===== src/hw/mptc_pkg.sv =====
// package: register map, fields, reset values and modes of the pwm time base control
package mptc_pkg;

  // ---------------------------------------------------------------
  // register offsets
  // ---------------------------------------------------------------
  localparam logic [3:0] OFS_TB_CTRL   = 4'h0;
  localparam logic [3:0] OFS_TB_COUNT  = 4'h1;
  localparam logic [3:0] OFS_TB_PERIOD = 4'h2;
  localparam logic [3:0] OFS_SEV_CMP   = 4'h3;
  localparam logic [3:0] OFS_PIN_CTRL  = 4'h4;
  localparam logic [3:0] OFS_UPD_CTRL  = 4'h5;
  localparam logic [3:0] OFS_DUTY_BUF  = 4'h6;
  localparam logic [3:0] OFS_DUTY_ACT  = 4'h7;
  localparam logic [3:0] OFS_OVR_BUF   = 4'h8;
  localparam logic [3:0] OFS_OVR_ACT   = 4'h9;
  localparam logic [3:0] OFS_PER_ACT   = 4'ha;

  // ---------------------------------------------------------------
  // field positions
  // ---------------------------------------------------------------
  localparam int TB_EN_BIT       = 15;
  localparam int TB_IDLE_BIT     = 13;
  localparam int TB_OPS_LSB      = 4;
  localparam int TB_CKPS_LSB     = 2;
  localparam int TB_MODE_LSB     = 0;
  localparam int DIR_BIT         = 15;
  localparam int PMOD_LSB        = 8;
  localparam int PENH_LSB        = 4;
  localparam int PENL_LSB        = 0;
  localparam int SEVOPS_LSB      = 8;
  localparam int IUE_BIT         = 2;
  localparam int OVERRIDE_SYNC_SEL_BIT       = 1;
  localparam int BUFFER_UPDATE_LOCKOUT_BIT        = 0;

  // ---------------------------------------------------------------
  // reset values and writable masks
  // ---------------------------------------------------------------
  localparam logic [15:0] TB_CTRL_RST  = 16'h0000;
  localparam logic [15:0] TB_CTRL_MASK = 16'ha0ff;
  localparam logic [15:0] UPD_CTRL_MASK = 16'h0f07;
  localparam logic [15:0] PIN_CTRL_MASK = 16'h0fff;
  localparam logic [14:0] CNT_RST      = 15'h0000;
  localparam logic [15:0] ZERO16       = 16'h0000;
  localparam logic [7:0]  PEN_ALL_ON   = 8'hff;
  localparam logic [7:0]  PEN_ALL_OFF  = 8'h00;

  // prescale divide counts: 1, 4, 16, 64 instruction cycles
  localparam logic [5:0] PRE_DIV1  = 6'h00;
  localparam logic [5:0] PRE_DIV4  = 6'h03;
  localparam logic [5:0] PRE_DIV16 = 6'h0f;
  localparam logic [5:0] PRE_DIV64 = 6'h3f;

  // time base modes
  typedef enum logic [1:0] {
    MPTC_FREE   = 2'h0,
    MPTC_SINGLE = 2'h1,
    MPTC_UPDN   = 2'h2,
    MPTC_UPDN2  = 2'h3
  } mptc_mode_t;

endpackage


===== src/hw/mptc_postscale.sv =====
// module: event postscaler passing one pulse per ratio+1 input events
`timescale 1ns/1ps
module mptc_postscale (
  input  wire logic       sys_clk,
  input  wire logic       srst,
  input  wire logic       clr,
  input  wire logic [3:0] ratio,
  input  wire logic       evt_in,
  output logic            evt_out
);

  logic [3:0] cnt_q;

  // ---------------------------------------------------------------
  // event counter
  // ---------------------------------------------------------------
  // counts events, wraps at ratio, emits on the wrap
  always_ff @(posedge sys_clk) begin
    if (srst || clr) begin
      cnt_q <= 4'h0;
    end else if (evt_in) begin
      if (cnt_q >= ratio) begin
        cnt_q <= 4'h0;
      end else begin
        cnt_q <= cnt_q + 4'h1;
      end
    end
  end

  // output pulse combinational with the event
  assign evt_out = evt_in && !srst && !clr && (cnt_q >= ratio);

endmodule


===== src/hw/mptc_top.sv =====
// module: pwm time base, special event trigger, pin and update control
// Function
// RULE1: either fault pin may wake the processor from sleep
// RULE2: in sleep a low fault pin raises the fault interrupt
// RULE3: idle-stop bit set halts time base while processor idles
// RULE4: counter runs only while time base enable bit is set
// RULE5: output postscale field gives event ratio of value plus one
// RULE6: input prescale codes give count periods of 1, 4, 16, 64 cycles
// RULE7: mode field picks free-run, single pulse, up/down, up/down double
// RULE8: count register bit 15 is read-only direction, 1 means down
// RULE9: count register bits 14-0 hold readable, writable count
// RULE10: period register holds 15-bit period, bit 15 reads zero
// RULE11: trigger fires only when direction matches selected direction bit; code checks the direction in up/down modes only
// RULE12: compare value matching count makes the converter trigger
// RULE13: pair mode bit set gives independent, clear complementary
// RULE14: high enable bits route pwm to high pins, else gpio
// RULE15: low enable bits route pwm to low pins, else gpio
// RULE16: pin enable reset value comes from nonvolatile configuration
// RULE17: trigger postscale field passes one trigger per N matches
// RULE18: immediate bit makes duty writes active at once
// RULE19: override sync bit applies overrides in step with time base
// RULE20: update disable bit blocks buffer to active transfers; code still lets immediate duty writes and override transfers through
// RULE21: synced overrides at zero, and at period in centre modes
// RULE22: trigger postscaler cleared by compare write and reset
// RULE23: period updates follow only the update disable bit
// RULE24: free-run counts zero to period; up/down reverses at ends
`timescale 1ns/1ps
module mptc_top (
  input  wire logic        sys_clk,
  input  wire logic        srst,
  input  wire logic [3:0]  reg_addr,
  input  wire logic [15:0] reg_wdata,
  input  wire logic        reg_wr,
  input  wire logic        reg_rd,
  output logic [15:0]      reg_rdata,
  input  wire logic        pin_reset_config,
  input  wire logic        cpu_sleep,
  input  wire logic        cpu_idle,
  input  wire logic        fault_a_n,
  input  wire logic        fault_b_n,
  output logic             fault_wake,
  output logic             fault_irq,
  output logic             tb_event,
  output logic             trigger_out,
  output logic [3:0]       pair_mode_sel,
  output logic [3:0]       high_pin_enables,
  output logic [3:0]       low_pin_enables,
  output logic [15:0]      duty_active,
  output logic [15:0]      override_active,
  output logic [14:0]      period_active
);

  logic [15:0] tb_ctrl_q;
  logic [14:0] cnt_q;
  logic        dir_q;
  logic [14:0] per_buf_q;
  logic [14:0] per_act_q;
  logic        sev_dir_q;
  logic [14:0] sev_cmp_q;
  logic [3:0]  pmod_q;
  logic [7:0]  pen_q;
  logic [15:0] upd_ctrl_q;
  logic [15:0] duty_buf_q;
  logic [15:0] duty_act_q;
  logic [15:0] ovr_buf_q;
  logic [15:0] ovr_act_q;
  logic [5:0]  pre_q;
  logic [5:0]  pre_lim;
  logic        tb_run;
  logic        tick;
  logic        at_zero;
  logic        at_per;
  logic        period_evt;
  logic        bound;
  logic        sev_match;
  logic        sev_wr;
  logic        cnt_wr;
  logic        buffer_update_lockout;
  logic        centre;
  logic [15:0] rdata_d;
  logic        faults_low;
  logic        first_q;
  mptc_pkg::mptc_mode_t mode;

  assign mode    = mptc_pkg::mptc_mode_t'(tb_ctrl_q[mptc_pkg::TB_MODE_LSB +: 2]);
  assign centre  = (mode == mptc_pkg::MPTC_UPDN) || (mode == mptc_pkg::MPTC_UPDN2);
  assign buffer_update_lockout    = upd_ctrl_q[mptc_pkg::BUFFER_UPDATE_LOCKOUT_BIT];
  assign sev_wr  = reg_wr && (reg_addr == mptc_pkg::OFS_SEV_CMP);
  assign cnt_wr  = reg_wr && (reg_addr == mptc_pkg::OFS_TB_COUNT);

  // ---------------------------------------------------------------
  // sleep wake and fault interrupt
  // ---------------------------------------------------------------
  // either low fault pin wakes and interrupts while asleep
  assign faults_low = !fault_a_n || !fault_b_n;
  assign fault_wake = cpu_sleep && faults_low; // RULE1
  assign fault_irq  = cpu_sleep && faults_low; // RULE2

  // ---------------------------------------------------------------
  // control registers
  // ---------------------------------------------------------------
  // time base control, writable bits only
  always_ff @(posedge sys_clk) begin
    if (srst) begin
      tb_ctrl_q <= mptc_pkg::TB_CTRL_RST;
    end else if (reg_wr && reg_addr == mptc_pkg::OFS_TB_CTRL) begin
      tb_ctrl_q <= reg_wdata & mptc_pkg::TB_CTRL_MASK;
    end
  end

  // update control and trigger postscale
  always_ff @(posedge sys_clk) begin
    if (srst) begin
      upd_ctrl_q <= mptc_pkg::ZERO16;
    end else if (reg_wr && reg_addr == mptc_pkg::OFS_UPD_CTRL) begin
      upd_ctrl_q <= reg_wdata & mptc_pkg::UPD_CTRL_MASK;
    end
  end

  // pin control; enables reload from configuration strap after reset
  always_ff @(posedge sys_clk) begin
    if (srst) begin
      pmod_q  <= 4'h0;
      pen_q   <= mptc_pkg::PEN_ALL_OFF;
      first_q <= 1'b1;
    end else if (first_q) begin
      first_q <= 1'b0;
      pen_q   <= pin_reset_config ? mptc_pkg::PEN_ALL_ON : mptc_pkg::PEN_ALL_OFF; // RULE16
    end else if (reg_wr && reg_addr == mptc_pkg::OFS_PIN_CTRL) begin
      pmod_q <= reg_wdata[mptc_pkg::PMOD_LSB +: 4];
      pen_q  <= reg_wdata[7:0];
    end
  end

  assign pair_mode_sel    = pmod_q; // RULE13
  assign high_pin_enables = pen_q[mptc_pkg::PENH_LSB +: 4]; // RULE14
  assign low_pin_enables  = pen_q[mptc_pkg::PENL_LSB +: 4]; // RULE15

  // special event compare and direction
  always_ff @(posedge sys_clk) begin
    if (srst) begin
      sev_dir_q <= 1'b0;
      sev_cmp_q <= mptc_pkg::CNT_RST;
    end else if (sev_wr) begin
      sev_dir_q <= reg_wdata[mptc_pkg::DIR_BIT];
      sev_cmp_q <= reg_wdata[14:0];
    end
  end

  // ---------------------------------------------------------------
  // prescaler
  // ---------------------------------------------------------------
  // divider limit per prescale code
  always_comb begin
    unique case (tb_ctrl_q[mptc_pkg::TB_CKPS_LSB +: 2])
      2'h0: pre_lim = mptc_pkg::PRE_DIV1;
      2'h1: pre_lim = mptc_pkg::PRE_DIV4;
      2'h2: pre_lim = mptc_pkg::PRE_DIV16;
      2'h3: pre_lim = mptc_pkg::PRE_DIV64;
    endcase
  end

  // time base runs when enabled and not stopped by idle
  assign tb_run = tb_ctrl_q[mptc_pkg::TB_EN_BIT] &&
                  !(cpu_idle && tb_ctrl_q[mptc_pkg::TB_IDLE_BIT]); // RULE3 RULE4
  assign tick   = tb_run && (pre_q >= pre_lim); // RULE6

  // prescale counter
  always_ff @(posedge sys_clk) begin
    if (srst || !tb_ctrl_q[mptc_pkg::TB_EN_BIT]) begin
      pre_q <= 6'h00;
    end else if (tb_run) begin
      pre_q <= tick ? 6'h00 : pre_q + 6'h01;
    end
  end

  // ---------------------------------------------------------------
  // counter and direction
  // ---------------------------------------------------------------
  assign at_zero = (cnt_q == mptc_pkg::CNT_RST);
  assign at_per  = (cnt_q >= per_act_q);

  // count up to period, then wrap, hold or reverse per mode
  always_ff @(posedge sys_clk) begin
    if (srst) begin
      cnt_q <= mptc_pkg::CNT_RST;
      dir_q <= 1'b0;
    end else if (cnt_wr) begin
      cnt_q <= reg_wdata[14:0]; // RULE9
    end else if (tick) begin // RULE4
      unique case (mode) // RULE7
        mptc_pkg::MPTC_FREE: begin
          dir_q <= 1'b0; // RULE8
          cnt_q <= at_per ? mptc_pkg::CNT_RST : cnt_q + 15'h0001; // RULE24
        end
        mptc_pkg::MPTC_SINGLE: begin
          dir_q <= 1'b0; // RULE8
          if (!at_per) begin
            cnt_q <= cnt_q + 15'h0001;
          end
        end
        mptc_pkg::MPTC_UPDN, mptc_pkg::MPTC_UPDN2: begin
          if (!dir_q && at_per) begin
            dir_q <= 1'b1; // RULE24
            cnt_q <= cnt_q - 15'h0001;
          end else if (dir_q && at_zero) begin
            dir_q <= 1'b0;
            cnt_q <= cnt_q + 15'h0001;
          end else begin
            cnt_q <= dir_q ? cnt_q - 15'h0001 : cnt_q + 15'h0001;
          end
        end
      endcase
    end
  end

  // ---------------------------------------------------------------
  // period and update transfers
  // ---------------------------------------------------------------
  // period event: wrap in free run, each end in double-update mode
  assign period_evt = tick && (centre ? ((mode == mptc_pkg::MPTC_UPDN2) ? (at_zero || (!dir_q && at_per))
                                                                         : (dir_q && at_zero))
                                      : at_per);
  // override sync boundary: zero, plus period in centre modes
  assign bound = tick && (at_zero || (centre && at_per)); // RULE21

  // period buffer and active period
  always_ff @(posedge sys_clk) begin
    if (srst) begin
      per_buf_q <= mptc_pkg::CNT_RST;
      per_act_q <= mptc_pkg::CNT_RST;
    end else begin
      if (reg_wr && reg_addr == mptc_pkg::OFS_TB_PERIOD) begin
        per_buf_q <= reg_wdata[14:0]; // RULE10
      end
      if (!buffer_update_lockout && (period_evt || !tb_run)) begin
        per_act_q <= per_buf_q; // RULE20 RULE23
      end
    end
  end

  // duty buffer and active duty
  always_ff @(posedge sys_clk) begin
    if (srst) begin
      duty_buf_q <= mptc_pkg::ZERO16;
      duty_act_q <= mptc_pkg::ZERO16;
    end else begin
      if (reg_wr && reg_addr == mptc_pkg::OFS_DUTY_BUF) begin
        duty_buf_q <= reg_wdata;
      end
      if (upd_ctrl_q[mptc_pkg::IUE_BIT]) begin
        duty_act_q <= (reg_wr && reg_addr == mptc_pkg::OFS_DUTY_BUF) ? reg_wdata : duty_buf_q; // RULE18
      end else if (!buffer_update_lockout && period_evt) begin
        duty_act_q <= duty_buf_q; // RULE18 RULE20
      end
    end
  end

  // manual override buffer and active override
  always_ff @(posedge sys_clk) begin
    if (srst) begin
      ovr_buf_q <= mptc_pkg::ZERO16;
      ovr_act_q <= mptc_pkg::ZERO16;
    end else begin
      if (reg_wr && reg_addr == mptc_pkg::OFS_OVR_BUF) begin
        ovr_buf_q <= reg_wdata;
      end
      if (!upd_ctrl_q[mptc_pkg::OVERRIDE_SYNC_SEL_BIT] || bound) begin
        ovr_act_q <= ovr_buf_q; // RULE19
      end
    end
  end

  assign duty_active     = duty_act_q;
  assign override_active = ovr_act_q;
  assign period_active   = per_act_q;

  // ---------------------------------------------------------------
  // postscalers
  // ---------------------------------------------------------------
  // trigger match needs count and direction agreement in up/down
  assign sev_match = tick && (cnt_q == sev_cmp_q) && (!centre || (dir_q == sev_dir_q)); // RULE11 RULE12

  mptc_postscale u_tb_ops (
    .sys_clk (sys_clk),
    .srst    (srst),
    .clr     (1'b0),
    .ratio   (tb_ctrl_q[mptc_pkg::TB_OPS_LSB +: 4]),
    .evt_in  (period_evt),
    .evt_out (tb_event)
  ); // RULE5

  mptc_postscale u_sev_ops (
    .sys_clk (sys_clk),
    .srst    (srst),
    .clr     (sev_wr),
    .ratio   (upd_ctrl_q[mptc_pkg::SEVOPS_LSB +: 4]),
    .evt_in  (sev_match),
    .evt_out (trigger_out)
  ); // RULE17 RULE22

  // ---------------------------------------------------------------
  // register read
  // ---------------------------------------------------------------
  // read mux, unmapped reads zero
  always_comb begin
    unique case (reg_addr)
      mptc_pkg::OFS_TB_CTRL:   rdata_d = tb_ctrl_q;
      mptc_pkg::OFS_TB_COUNT:  rdata_d = {dir_q, cnt_q}; // RULE8 RULE9
      mptc_pkg::OFS_TB_PERIOD: rdata_d = {1'b0, per_buf_q}; // RULE10
      mptc_pkg::OFS_SEV_CMP:   rdata_d = {sev_dir_q, sev_cmp_q};
      mptc_pkg::OFS_PIN_CTRL:  rdata_d = {4'h0, pmod_q, pen_q};
      mptc_pkg::OFS_UPD_CTRL:  rdata_d = upd_ctrl_q;
      mptc_pkg::OFS_DUTY_BUF:  rdata_d = duty_buf_q;
      mptc_pkg::OFS_DUTY_ACT:  rdata_d = duty_act_q;
      mptc_pkg::OFS_OVR_BUF:   rdata_d = ovr_buf_q;
      mptc_pkg::OFS_OVR_ACT:   rdata_d = ovr_act_q;
      mptc_pkg::OFS_PER_ACT:   rdata_d = {1'b0, per_act_q};
      default:                 rdata_d = mptc_pkg::ZERO16;
    endcase
  end

  // read data registered, valid the cycle after the strobe
  always_ff @(posedge sys_clk) begin
    if (srst) begin
      reg_rdata <= mptc_pkg::ZERO16;
    end else if (reg_rd) begin
      reg_rdata <= rdata_d;
    end else begin
      reg_rdata <= mptc_pkg::ZERO16;
    end
  end
endmodule


===== config.mk =====
export PLATFORM = sky130hd
export DESIGN_NAME = mptc_top
export DESIGN_NICKNAME = d
export VERILOG_FILES = /design/src/hw/mptc_pkg.sv /design/src/hw/mptc_postscale.sv /design/src/hw/mptc_top.sv
export SDC_FILE = /design/constraint.sdc
export NUM_CORES = 1
export LEC_CHECK = 0
export BUFFER_PORTS_ARGS = -buffer_cell sky130_fd_sc_hd__buf_2
export CORE_MARGIN = 5
export CORE_UTILIZATION = 45
export CTS_BUF_LIST = sky130_fd_sc_hd__clkbuf_4 sky130_fd_sc_hd__clkbuf_8 sky130_fd_sc_hd__clkbuf_16
export CTS_CLUSTER_DIAMETER = 200
export DETAILED_ROUTE_END_ITERATION = 8
export PLACE_DENSITY_LB_ADDON = 0.25
export RECOVER_POWER = 100
export SETUP_SLACK_MARGIN = 0.15
export SKIP_CTS_REPAIR_TIMING = 1
export SLEW_MARGIN = 20
export SYNTH_ARGS = -nofsm -noshare
export SYNTH_HDL_FRONTEND = slang
export SYNTH_SLANG_ARGS = --single-unit

===== constraint.sdc =====
create_clock -name sys_clk -period 4.6 [get_ports sys_clk]
set_input_delay 0.46 -clock sys_clk [delete_from_list [all_inputs] [get_ports sys_clk]]
set_output_delay 0.46 -clock sys_clk [all_outputs]
set_load 0.1 [all_outputs]

==> Yosys cells after proc, flatten, opt, wreduce, memory -nomap -nowiden <==
Index checks and enable logic that the tools add are counted.
{ "word_totals": {"regBits": 186, "wordCells": 135} }
{ "op_classes": {"addsub": 5, "n_lt_le_gt_ge": 4, "eq_ne": 20, "muxes": 25, "bitwise_logic": 3, "n_reduce_logical": 59} }
{ "ops": {"columns": ["cell", "n"], "rows": [
  ["$pmux W16 S11", 1],
  ["$mux W15", 7],
  ["$mux W16", 3],
  ["$pmux W15 S3", 1],
  ["$logic_and A1 B1 Y1", 26],
  ["$mux W8", 3],
  ["$pmux W6 S4", 1],
  ["$eq A4 B3 Y1 const B", 4],
  ["$add A15 B1 Y15 const B", 1],
  ["$eq A15 B15 Y1", 1],
  ["$ge A15 B15 Y1", 1],
  ["$logic_not A15 Y1", 1],
  ["$sub A15 B1 Y15 const B", 1],
  ["$eq A4 B4 Y1 const B", 3],
  ["$logic_not A1 Y1", 11],
  ["$logic_or A1 B1 Y1", 9],
  ["$add A4 B1 Y4 const B", 2],
  ["$eq A2 B2 Y1 const B", 4],
  ["$eq A4 B2 Y1 const B", 2],
  ["$ge A4 B4 Y1", 2],
  ["$mux W4", 2],
  ["$add A6 B1 Y6 const B", 1],
  ["$ge A6 B6 Y1", 1],
  ["$mux W6", 1],
  ["13 further kinds", 27]
]} }

==> Longest topological paths before layout <==
Gate-level depths: netlist of run 1.
{ "depth": {"depth_word": 9, "depth_mapped": 13} }

==> By module <==
A second synthesis of run 1 with hierarchy kept.
{ "unflattened": {"cells_unflattened": 1153, "hier_area_um2": 9799.4} }
{ "by_module_without_submodules": {"columns": ["mod", "n_inst", "cells_per_inst", "area_each_um2", "seq_area_each_um2"], "rows": [
  ["mptc_top", 1, 1081, 9161.3, 3563.4],
  ["mptc_postscale", 2, 36, 319.1, 80.1]
]} }

==> Worst setup path after synthesis of run 1 <==
OpenSTA, ideal clock, no wires.
{ "synth_path": {"path_kind": "register to output", "startpoint": "register per_act_q[2] (netlist: period_active[2])", "endpoint": "output port tb_event", "arrival_time_ps": 5314, "path_slack_ps": -1174, "path_stages_with_launch": 12, "n_path_buf": 3, "path_cell_list": "dfxtp_1 inv_1 ha_1 a21o_1 a31oi_1 o21bai_1 a21o_1 buf_2 a22oi_2 buf_6 buf_4 nor4_1"} }
{ "synth_via": {"elab_chain_cells": 8} }
{ "synth_rtl": {"columns": ["item", "line_no", "rtl"], "rows": [
  ["from (decl)", "mptc_top.sv:57", "logic [14:0] per_act_q;"],
  ["from (signal assigned)", "mptc_top.sv:231", "per_act_q <= mptc_pkg::CNT_RST;"],
  ["from (signal assigned)", "mptc_top.sv:237", "per_act_q <= per_buf_q;"],
  ["$ge A15 B15 Y1 (*)", "mptc_top.sv:181", "assign at_per = (cnt_q >= per_act_q);"],
  ["$logic_and A1 B1 Y1", "mptc_top.sv:221", "assign period_evt = tick && (centre ? ((mode == mptc_pkg::MPTC_UPDN2) ? (at_zero || (!dir_q && at_per))"],
  ["$logic_or A1 B1 Y1", "mptc_top.sv:221", null],
  ["$mux W1", "mptc_top.sv:221", null],
  ["$mux W1 (*)", "mptc_top.sv:221", null],
  ["$logic_and A1 B1 Y1 (*)", "mptc_top.sv:221", null],
  ["$logic_and A1 B1 Y1 (*) (2 in series)", "mptc_postscale.sv:31", "assign evt_out = evt_in && !srst && !clr && (cnt_q >= ratio);"],
  ["to (decl)", "mptc_top.sv:43", "output logic tb_event,"]
]} }
Every way passes the cells marked *; elsewhere a longest branch is shown, timed or not.

==> Final worst setup path of run 1 <==
{ "layout_path": {"startpoint": "register cnt_q[0]", "endpoint": "output port tb_event"} }
{ "layout_via": {"elab_chain_cells": 8, "word_cells_on_any_way": 10, "classes_between": "order compare: 1; mux: 2; reduce/logical: 7"} }
{ "layout_rtl": {"columns": ["item", "line_no", "rtl"], "rows": [
  ["from (decl)", "mptc_top.sv:54", "logic [14:0] cnt_q;"],
  ["from (signal assigned)", "mptc_top.sv:186", "cnt_q <= mptc_pkg::CNT_RST;"],
  ["from (signal assigned)", "mptc_top.sv:189", "cnt_q <= reg_wdata[14:0];"],
  ["from (signal assigned)", "mptc_top.sv:194", "cnt_q <= at_per ? mptc_pkg::CNT_RST : cnt_q + 15'h0001;"],
  ["$ge A15 B15 Y1", "mptc_top.sv:181", null],
  ["$logic_and A1 B1 Y1", "mptc_top.sv:221", null],
  ["$logic_or A1 B1 Y1", "mptc_top.sv:221", null],
  ["$mux W1", "mptc_top.sv:221", null],
  ["$mux W1 (*)", "mptc_top.sv:221", null],
  ["$logic_and A1 B1 Y1 (*)", "mptc_top.sv:221", null],
  ["$logic_and A1 B1 Y1 (*) (2 in series)", "mptc_postscale.sv:31", null]
]} }
Marks and branches as above.

==> out/qor.csv, run 1 <==
stage,metric,value,unit
synthesis,synth-compound-area-share,0.253,
synthesis,netlist_instances,1209,
sta,rsz0062_at_grt,false,
synthesis,synthArstFlopShare,0,
cts,cts.path.max_buffers,2,
sta,slew_headroom,-0.422,
routing,drtIter0Drc,1226,
worst_hold_path,min_path_type,primary input to register,
outcome,status,"finished, violations left",
synthesis,yosys-top-cells-area,"dfxtp_1 37%, nand2_1 7.5%, a21oi_1 5.7%",
synthesis,ys_warn_count,0,
critical_path,cp_data_arrival_time,3480,ps
job,maxCapViolCount,3,
synthesis,syn_area,9950,µm²
floorplan,ios,108,
sta,slew_violations,150,
global_route,grt_pass1_wl,55000,µm
sta,finalSetupViolCount,0,
cts,cts_made_buffers,17,
critical_path,r2r_cells,8,
power_and_ir_drop,vdd.ir_drop.worst,0.251,mV
critical_path,cp.required,4140,ps
critical_path,endpoint_kind,output pin,
routing,wl_per_cell,23.3,µm
routing,drt_pass1_iterations,6,
floorplan,die_w,159,µm
final_layout,antennaDiodeCount,0,
final_layout,syn_to_final_growth,10.6,%
floorplan,die-area,25200,µm²
global_route,gr-total-overflow,0,
placement,post-dp-hpwl,24600,µm
final_layout,fin_nets,1321,
cts,cts_tree,built,
cts,cts.reportedPaths.clkPinSlew,70,ps
synthesis,ys_types,79,
routing,vias,9804,
sta,skew,11.8,ps
critical_path,critical_path.top_delay_family,compound AO/OA/AOI/OAI gates,
floorplan,die_h,159,µm
routing,ant_nets,0,
global_route,grt_usage,0.284,
placement,place_congestion,0.943,
critical_path,cp_slowest_stage_delay,550,ps
synthesis,yosys.area.top_type,dfxtp_1,
synthesis,ys_seq_elements,186,
final_layout,layout.cells.non_filler,1550,
worst_hold_path,hold-path-endpoint,ovr_buf_q[14],
synthesis,synth_top_area_frac,0.374,
synthesis,synthMuxAreaShare,0.0362,
critical_path,reg2reg_to,cnt_q[1],
placement,dp_cells,1518,
final_layout,finish.utilization,0.504,
synthesis,synth_edf_count,0,
synthesis,synthesis.nets,1273,
final_layout,nFillCells,2158,
placement,portBuffers,107,
worst_hold_path,hold_depth,3,
power_and_ir_drop,p_total,3.64,mW
sta,period_needed,3940,ps
global_route,grt_pass1_vias,9264,
sta,finalCritPeriodShare,0.855,
routing,wirelength,36100,µm
synthesis,synth_top_family_by_area,compound AO/OA/AOI/OAI gates,
synthesis,avgSynthCellArea,8.23,µm²
critical_path,cp_slowest_cell,dfxtp_1,
synthesis,yosysSeqAreaShare,0.374,
final_layout,layout-drive-gt1-share,0.0850,
critical_path,critical_path_buf_inv_count,2,
outcome,failed_checks,"max-capacitance violations, max-slew violations",
floorplan,rows,54,
routing,via_per_inst,6.33,
power_and_ir_drop,p_leak,3.99,nW
sta,hold_viol,0,
sta,worst_pin_slew,2130,ps
power_and_ir_drop,powerDensity,331,nW/µm²
critical_path,rrSetupSlack,680,ps
critical_path,cp-start-kind,register,
critical_path,path_class,register to output pin,
global_route,grt_max_degree,96,
critical_path,cp_max_fo,11,
synthesis,synthSimpleGateAreaFrac,0.207,
cts,root_buffer,clkbuf_16,
sta,hold_slack,340,ps
floorplan,start_util,0.456,
floorplan,core,21800,µm²
synthesis,synth_xor_area_frac,0.0264,
placement,post-place-ws,1280,ps
sta,timing.setup.tns,0,ps
critical_path,worstPathCellList,"inv_1, ha_1, nand2b_1, a31oi_1, o21bai_1, a21o_1, a22oi_1, nor4_4, clkbuf_2",
routing,drc,0,
cts,clock-sinks,186,
synthesis,synthFlopType,dfxtp_1,
placement,placed_area,10600,µm²
cts,cts_max_level,4,
synthesis,yosys-top-cells-count,"198 x nand2_1, 186 x dfxtp_1, 114 x a21oi_1, 81 x nor2_1, 61 x clkbuf_1",
synthesis,yosysMostFrequentCell,nand2_1,
final_layout,stdcell_area,11000,µm²
critical_path,r2r_start,cnt_q[11],
worst_hold_path,min_from,reg_wdata[14],
sta,fmax,0.254,GHz
sta,setup_ws,665,ps
synthesis,synthAdderAreaFrac,0.0440,
global_route,antenna_found_initial,0,
cts,worstSkewPairLatency,440,ps
power by group:
group / total [mW] / internal [mW] / leakage (nW) / switching (mW)
sequential: 1.67 / 1.63 / 1.50 / 0.0377
combinational: 0.506 / 0.119 / 2.20 / 0.387
clock: 1.47 / 0.760 / 0.283 / 0.706
total: 3.64 / 2.51 / 3.99 / 1.13
flip-flops by register name, indices dropped and copies added, names as in the netlist:
register	flops
cnt_q	15
dir_q	1
duty_active	16
duty_buf_q	16
first_q	1
override_active	16
ovr_buf_q	16
pair_mode_sel	4
pen_q	8
per_buf_q	15
period_active	15
pre_q	6
reg_rdata	16
sev_cmp_q	15
sev_dir_q	1
tb_ctrl_q	10
u_sev_ops.cnt_q	4
u_tb_ops.cnt_q	4
upd_ctrl_q	7
area by class of cell:
type / instances / area [µm²] / share of cell area
timing repair buffer: 128 / 579 / 0.0527
tap: 280 / 350 / 0.0319
multi-input combinational: 889 / 5650 / 0.513
inverter: 35 / 131 / 0.0119
clock inverter: 15 / 140 / 0.0127
sequential: 186 / 3720 / 0.339
clock buffer: 17 / 425 / 0.0387
placed cells by master (no fill, tap or decap), types with 10 or more instances in the layout:
cell and instances:
o21a_1 16, a31oi_1 21, inv_1 33, buf_4 16
clkbuf_16 17, buf_2 26, a22o_1 27, dfxtp_1 186
a221oi_1 29, mux2i_1 36, a211oi_1 14, xor2_1 10
nand2_1 198, o211ai_1 19, nor3_1 12, nand3_1 26
and2_1 12, o21ai_0 30, a22oi_1 19, clkbuf_1 81
nor2_1 80, o311a_1 16, a21oi_1 113, nor3b_1 19
xnor2_1 20, ha_1 35
kinds of logic after synthesis:
group / after synthesis
flip-flops: 186
AND/OR/NAND/NOR: 429
XOR/XNOR: 30
AO/OA/AOI/OAI: 359
adder cells (fa/ha/maj): 35
multiplexers: 36
buffers and inverters: 134
worst reg2reg max path, delay by kind of cell (launching register included):
kind / cells / cell delay (ps)
AND/OR/NAND/NOR: 2 / 270
flip-flops: 1 / 700
adder cells (fa/ha/maj): 1 / 340
AO/OA/AOI/OAI: 5 / 2450
worst max-delay path by stage:
stage / start / to / slack, ps / cells after the start
floorplan: tb_ctrl_q[2] / trigger_out / 320 / 8
detailed placement: cnt_q[0] / tb_event / 1280 / 9
global route: cnt_q[0] / tb_event / 480 / 9
finish: cnt_q[0] / tb_event / 660 / 9
CTS: cnt_q[0] / tb_event / 800 / 9
global placement: cnt_q[0] / tb_event / 1360 / 9
routing by layer:
layer	track usage	vias up	wire length [µm]
li1	-	4466	-
met1	0.386	4630	14600
met2	0.428	606	15900
met3	0.0666	102	4070
met4	0.131	0	1530
met5	0	-	0
No activity file was read; power rests on OpenSTA's default activity.
==> run 2, diff against run 1 <==
--- a/config.mk
+++ b/config.mk
@@ -13,6 +13,7 @@
 export DETAILED_ROUTE_END_ITERATION = 8
 export PLACE_DENSITY_LB_ADDON = 0.25
 export RECOVER_POWER = 100
+export REMOVE_ABC_BUFFERS = 1
 export SETUP_SLACK_MARGIN = 0.15
 export SKIP_CTS_REPAIR_TIMING = 1
 export SLEW_MARGIN = 20
==> run 2 against run 1 <==
  * The run still ends with max-capacitance violations, max-slew violations left
  * Largest cell class unchanged
  * Sequential share of layout area down 0.088 points
  * Critical path depth up 2
  * Cell area up 0.26%
  * Clock power up 3%
  * Utilization up 0.13 points
  * Combinational power down 1%
  * Largest power group unchanged
  * Global-route usage down 1.5 points
  * Clock skew down 1.0 ps
==> out/qor.csv, run 2 (synthesized netlist as in run 1, its figures left out) <==
stage,metric,value,unit,change
placement,portBuffers,107,,unchanged
cts,cts_tree,built,,
sta,hold_viol,0,,unchanged
worst_hold_path,min_path_type,primary input to register,,
cts,clock-sinks,186,,unchanged
placement,post-dp-hpwl,23100,µm,-6.2%
sta,timing.setup.tns,0,ps,unchanged
final_layout,layout.cells.non_filler,1549,,-0.065%
final_layout,fin_nets,1320,,-0.076%
floorplan,ios,108,,unchanged
floorplan,start_util,0.456,,unchanged
power_and_ir_drop,p_total,3.68,mW,+1.0%
power_and_ir_drop,p_leak,3.99,nW,+0.14%
global_route,gr-total-overflow,0,,unchanged
cts,root_buffer,clkbuf_16,,
routing,drc,0,,unchanged
routing,vias,9705,,-1.0%
critical_path,cp_max_fo,23,,+12
sta,slew_violations,132,,-12%
final_layout,nFillCells,2140,,-0.83%
routing,wirelength,34000,µm,-5.8%
final_layout,layout-drive-gt1-share,0.0875,,+0.00243
sta,slew_headroom,-0.917,,-0.496
sta,fmax,0.251,GHz,-1.2%
critical_path,critical_path.top_delay_family,buffers and inverters,,
critical_path,cp_slowest_stage_delay,1070,ps,+520 ps
cts,cts_made_buffers,17,,unchanged
outcome,status,"finished, violations left",,
critical_path,critical_path_buf_inv_count,2,,unchanged
critical_path,cp-start-kind,register,,
power_and_ir_drop,comb_power_share,0.136,,-0.003
floorplan,core,21800,µm²,unchanged
power_and_ir_drop,powerDensity,334,nW/µm²,+0.74%
power_and_ir_drop,pwr-share-clk,0.411,,+0.009
routing,wl_per_cell,22.0,µm,-5.8%
global_route,grt_usage,0.269,,-0.0154
job,maxCapViolCount,1,,-2
global_route,grt_pass1_vias,9055,,-2.3%
placement,dp_cells,1517,,-0.066%
cts,cts.path.max_buffers,2,,unchanged
sta,finalSetupViolCount,0,,unchanged
final_layout,syn_to_final_growth,10.8,%,
floorplan,rows,54,,unchanged
global_route,grt_pass1_wl,52400,µm,-4.6%
floorplan,die-area,25200,µm²,unchanged
power_and_ir_drop,vdd.ir_drop.worst,0.254,mV,+1.4%
sta,finalCritPeriodShare,0.866,,+0.0102
critical_path,cp.required,4910,ps,+770 ps
outcome,failed_checks,"max-capacitance violations, max-slew violations",,
cts,worstSkewPairLatency,440,ps,about the same
critical_path,cp_slowest_cell,clkbuf_1,,
power_and_ir_drop,internal_power,2.57,mW,+2.3%
cts,cts.reportedPaths.clkPinSlew,70,ps,about the same
cts,cts_max_level,4,,unchanged
power_and_ir_drop,seqPwrFrac,0.454,,-0.005
sta,worst_pin_slew,2880,ps,+743 ps
final_layout,finish.utilization,0.505,,+0.00132
placement,place_congestion,0.937,,-0.64%
final_layout,layout_commonest_cell,nand2_1,,
critical_path,endpoint_kind,register,,
critical_path,worstPathCellList,"or2_2, ha_1, nand2b_1, a21oi_1, o21ai_0, a21oi_2, clkbuf_1, a31oi_1, clkbuf_1, or4b_2, o41ai_1",,
sta,period_needed,3980,ps,+47.1 ps
critical_path,path_class,register to register,,
sta,hold_slack,315,ps,-24.5 ps
routing,drt_pass1_iterations,6,,unchanged
sta,rsz0062_at_grt,false,,
power_and_ir_drop,switching_share,0.302,,-0.00859
power_and_ir_drop,netSwitchingPower,1.11,mW,-1.8%
routing,via_per_inst,6.27,,-0.95%
final_layout,antennaDiodeCount,0,,unchanged
sta,skew,10.7,ps,-1.03 ps
routing,drtIter0Drc,1258,,+2.6%
global_route,grt_max_degree,132,,+38%
floorplan,die_w,159,µm,unchanged
final_layout,final_cell_mix,"198 x nand2_1, 186 x dfxtp_1, 113 x a21oi_1",,
critical_path,cp_data_arrival_time,4290,ps,+810 ps
critical_path,path_common_cell,clkbuf_1,,
routing,ant_nets,0,,unchanged
global_route,antenna_found_initial,0,,unchanged
floorplan,die_h,159,µm,unchanged
## run 2: power by group through the flow
stage | Clock, mW | Combinational [mW] | Sequential, mW
floorplan | 0 | 0.239 | 1.77
global placement | 0 | 0.496 | 1.70
detailed placement | 0 | 0.500 | 1.70
CTS | 1.53 | 0.501 | 1.67
global route | 1.59 | 0.531 | 1.67
finish | 1.51 | 0.500 | 1.67
## run 2: routing by layer
metal / wire length [µm] / track usage / part of all wire
met5: 0 / 0 / 0
met4: 867 / 0.0885 / 0.025
met3: 2820 / 0.0457 / 0.083
met2: 15800 / 0.430 / 0.46
met1: 14500 / 0.370 / 0.43
## run 2: final timing paths
kind	start	end	slack, ps	cells after the start
max	tb_ctrl_q[2]	cnt_q[14]	620	11
min	reg_wdata[15]	tb_ctrl_q[15]	320	3
max reg2reg	tb_ctrl_q[2]	cnt_q[14]	620	11
min reg2reg	ovr_buf_q[4]	ovr_buf_q[4]	470	2
## run 2: tightest hold or removal path, delay by kind of cell
family	cells	cell delay, ps
buffers and inverters	1	140
AND/OR/NAND/NOR	1	60
AO/OA/AOI/OAI	1	50
## run 2: layout make-up
cell class / instances / area, µm² / share of cell area
inverters: 35 / 131 / 0.0119
flip-flops and latches: 186 / 3720 / 0.338
well taps: 280 / 350 / 0.0318
clock inverters: 15 / 165 / 0.0150
clock buffers: 17 / 425 / 0.0386
multi-input cells: 889 / 5650 / 0.513
repair buffers: 127 / 576 / 0.0522
## run 2: metrics by stage
| stage | worst slack [ps] | instance area, µm² |
|---|---|---|
| 2_1_floorplan | -1230 | 9490 |
| 3_3_place_gp | 1450 | 10600 |
| 3_5_place_dp | 1350 | 10600 |
| 4_1_cts | 979 | 11200 |
| 5_1_grt | 387 | 11000 |
| 6_report | 618 | 11000 |
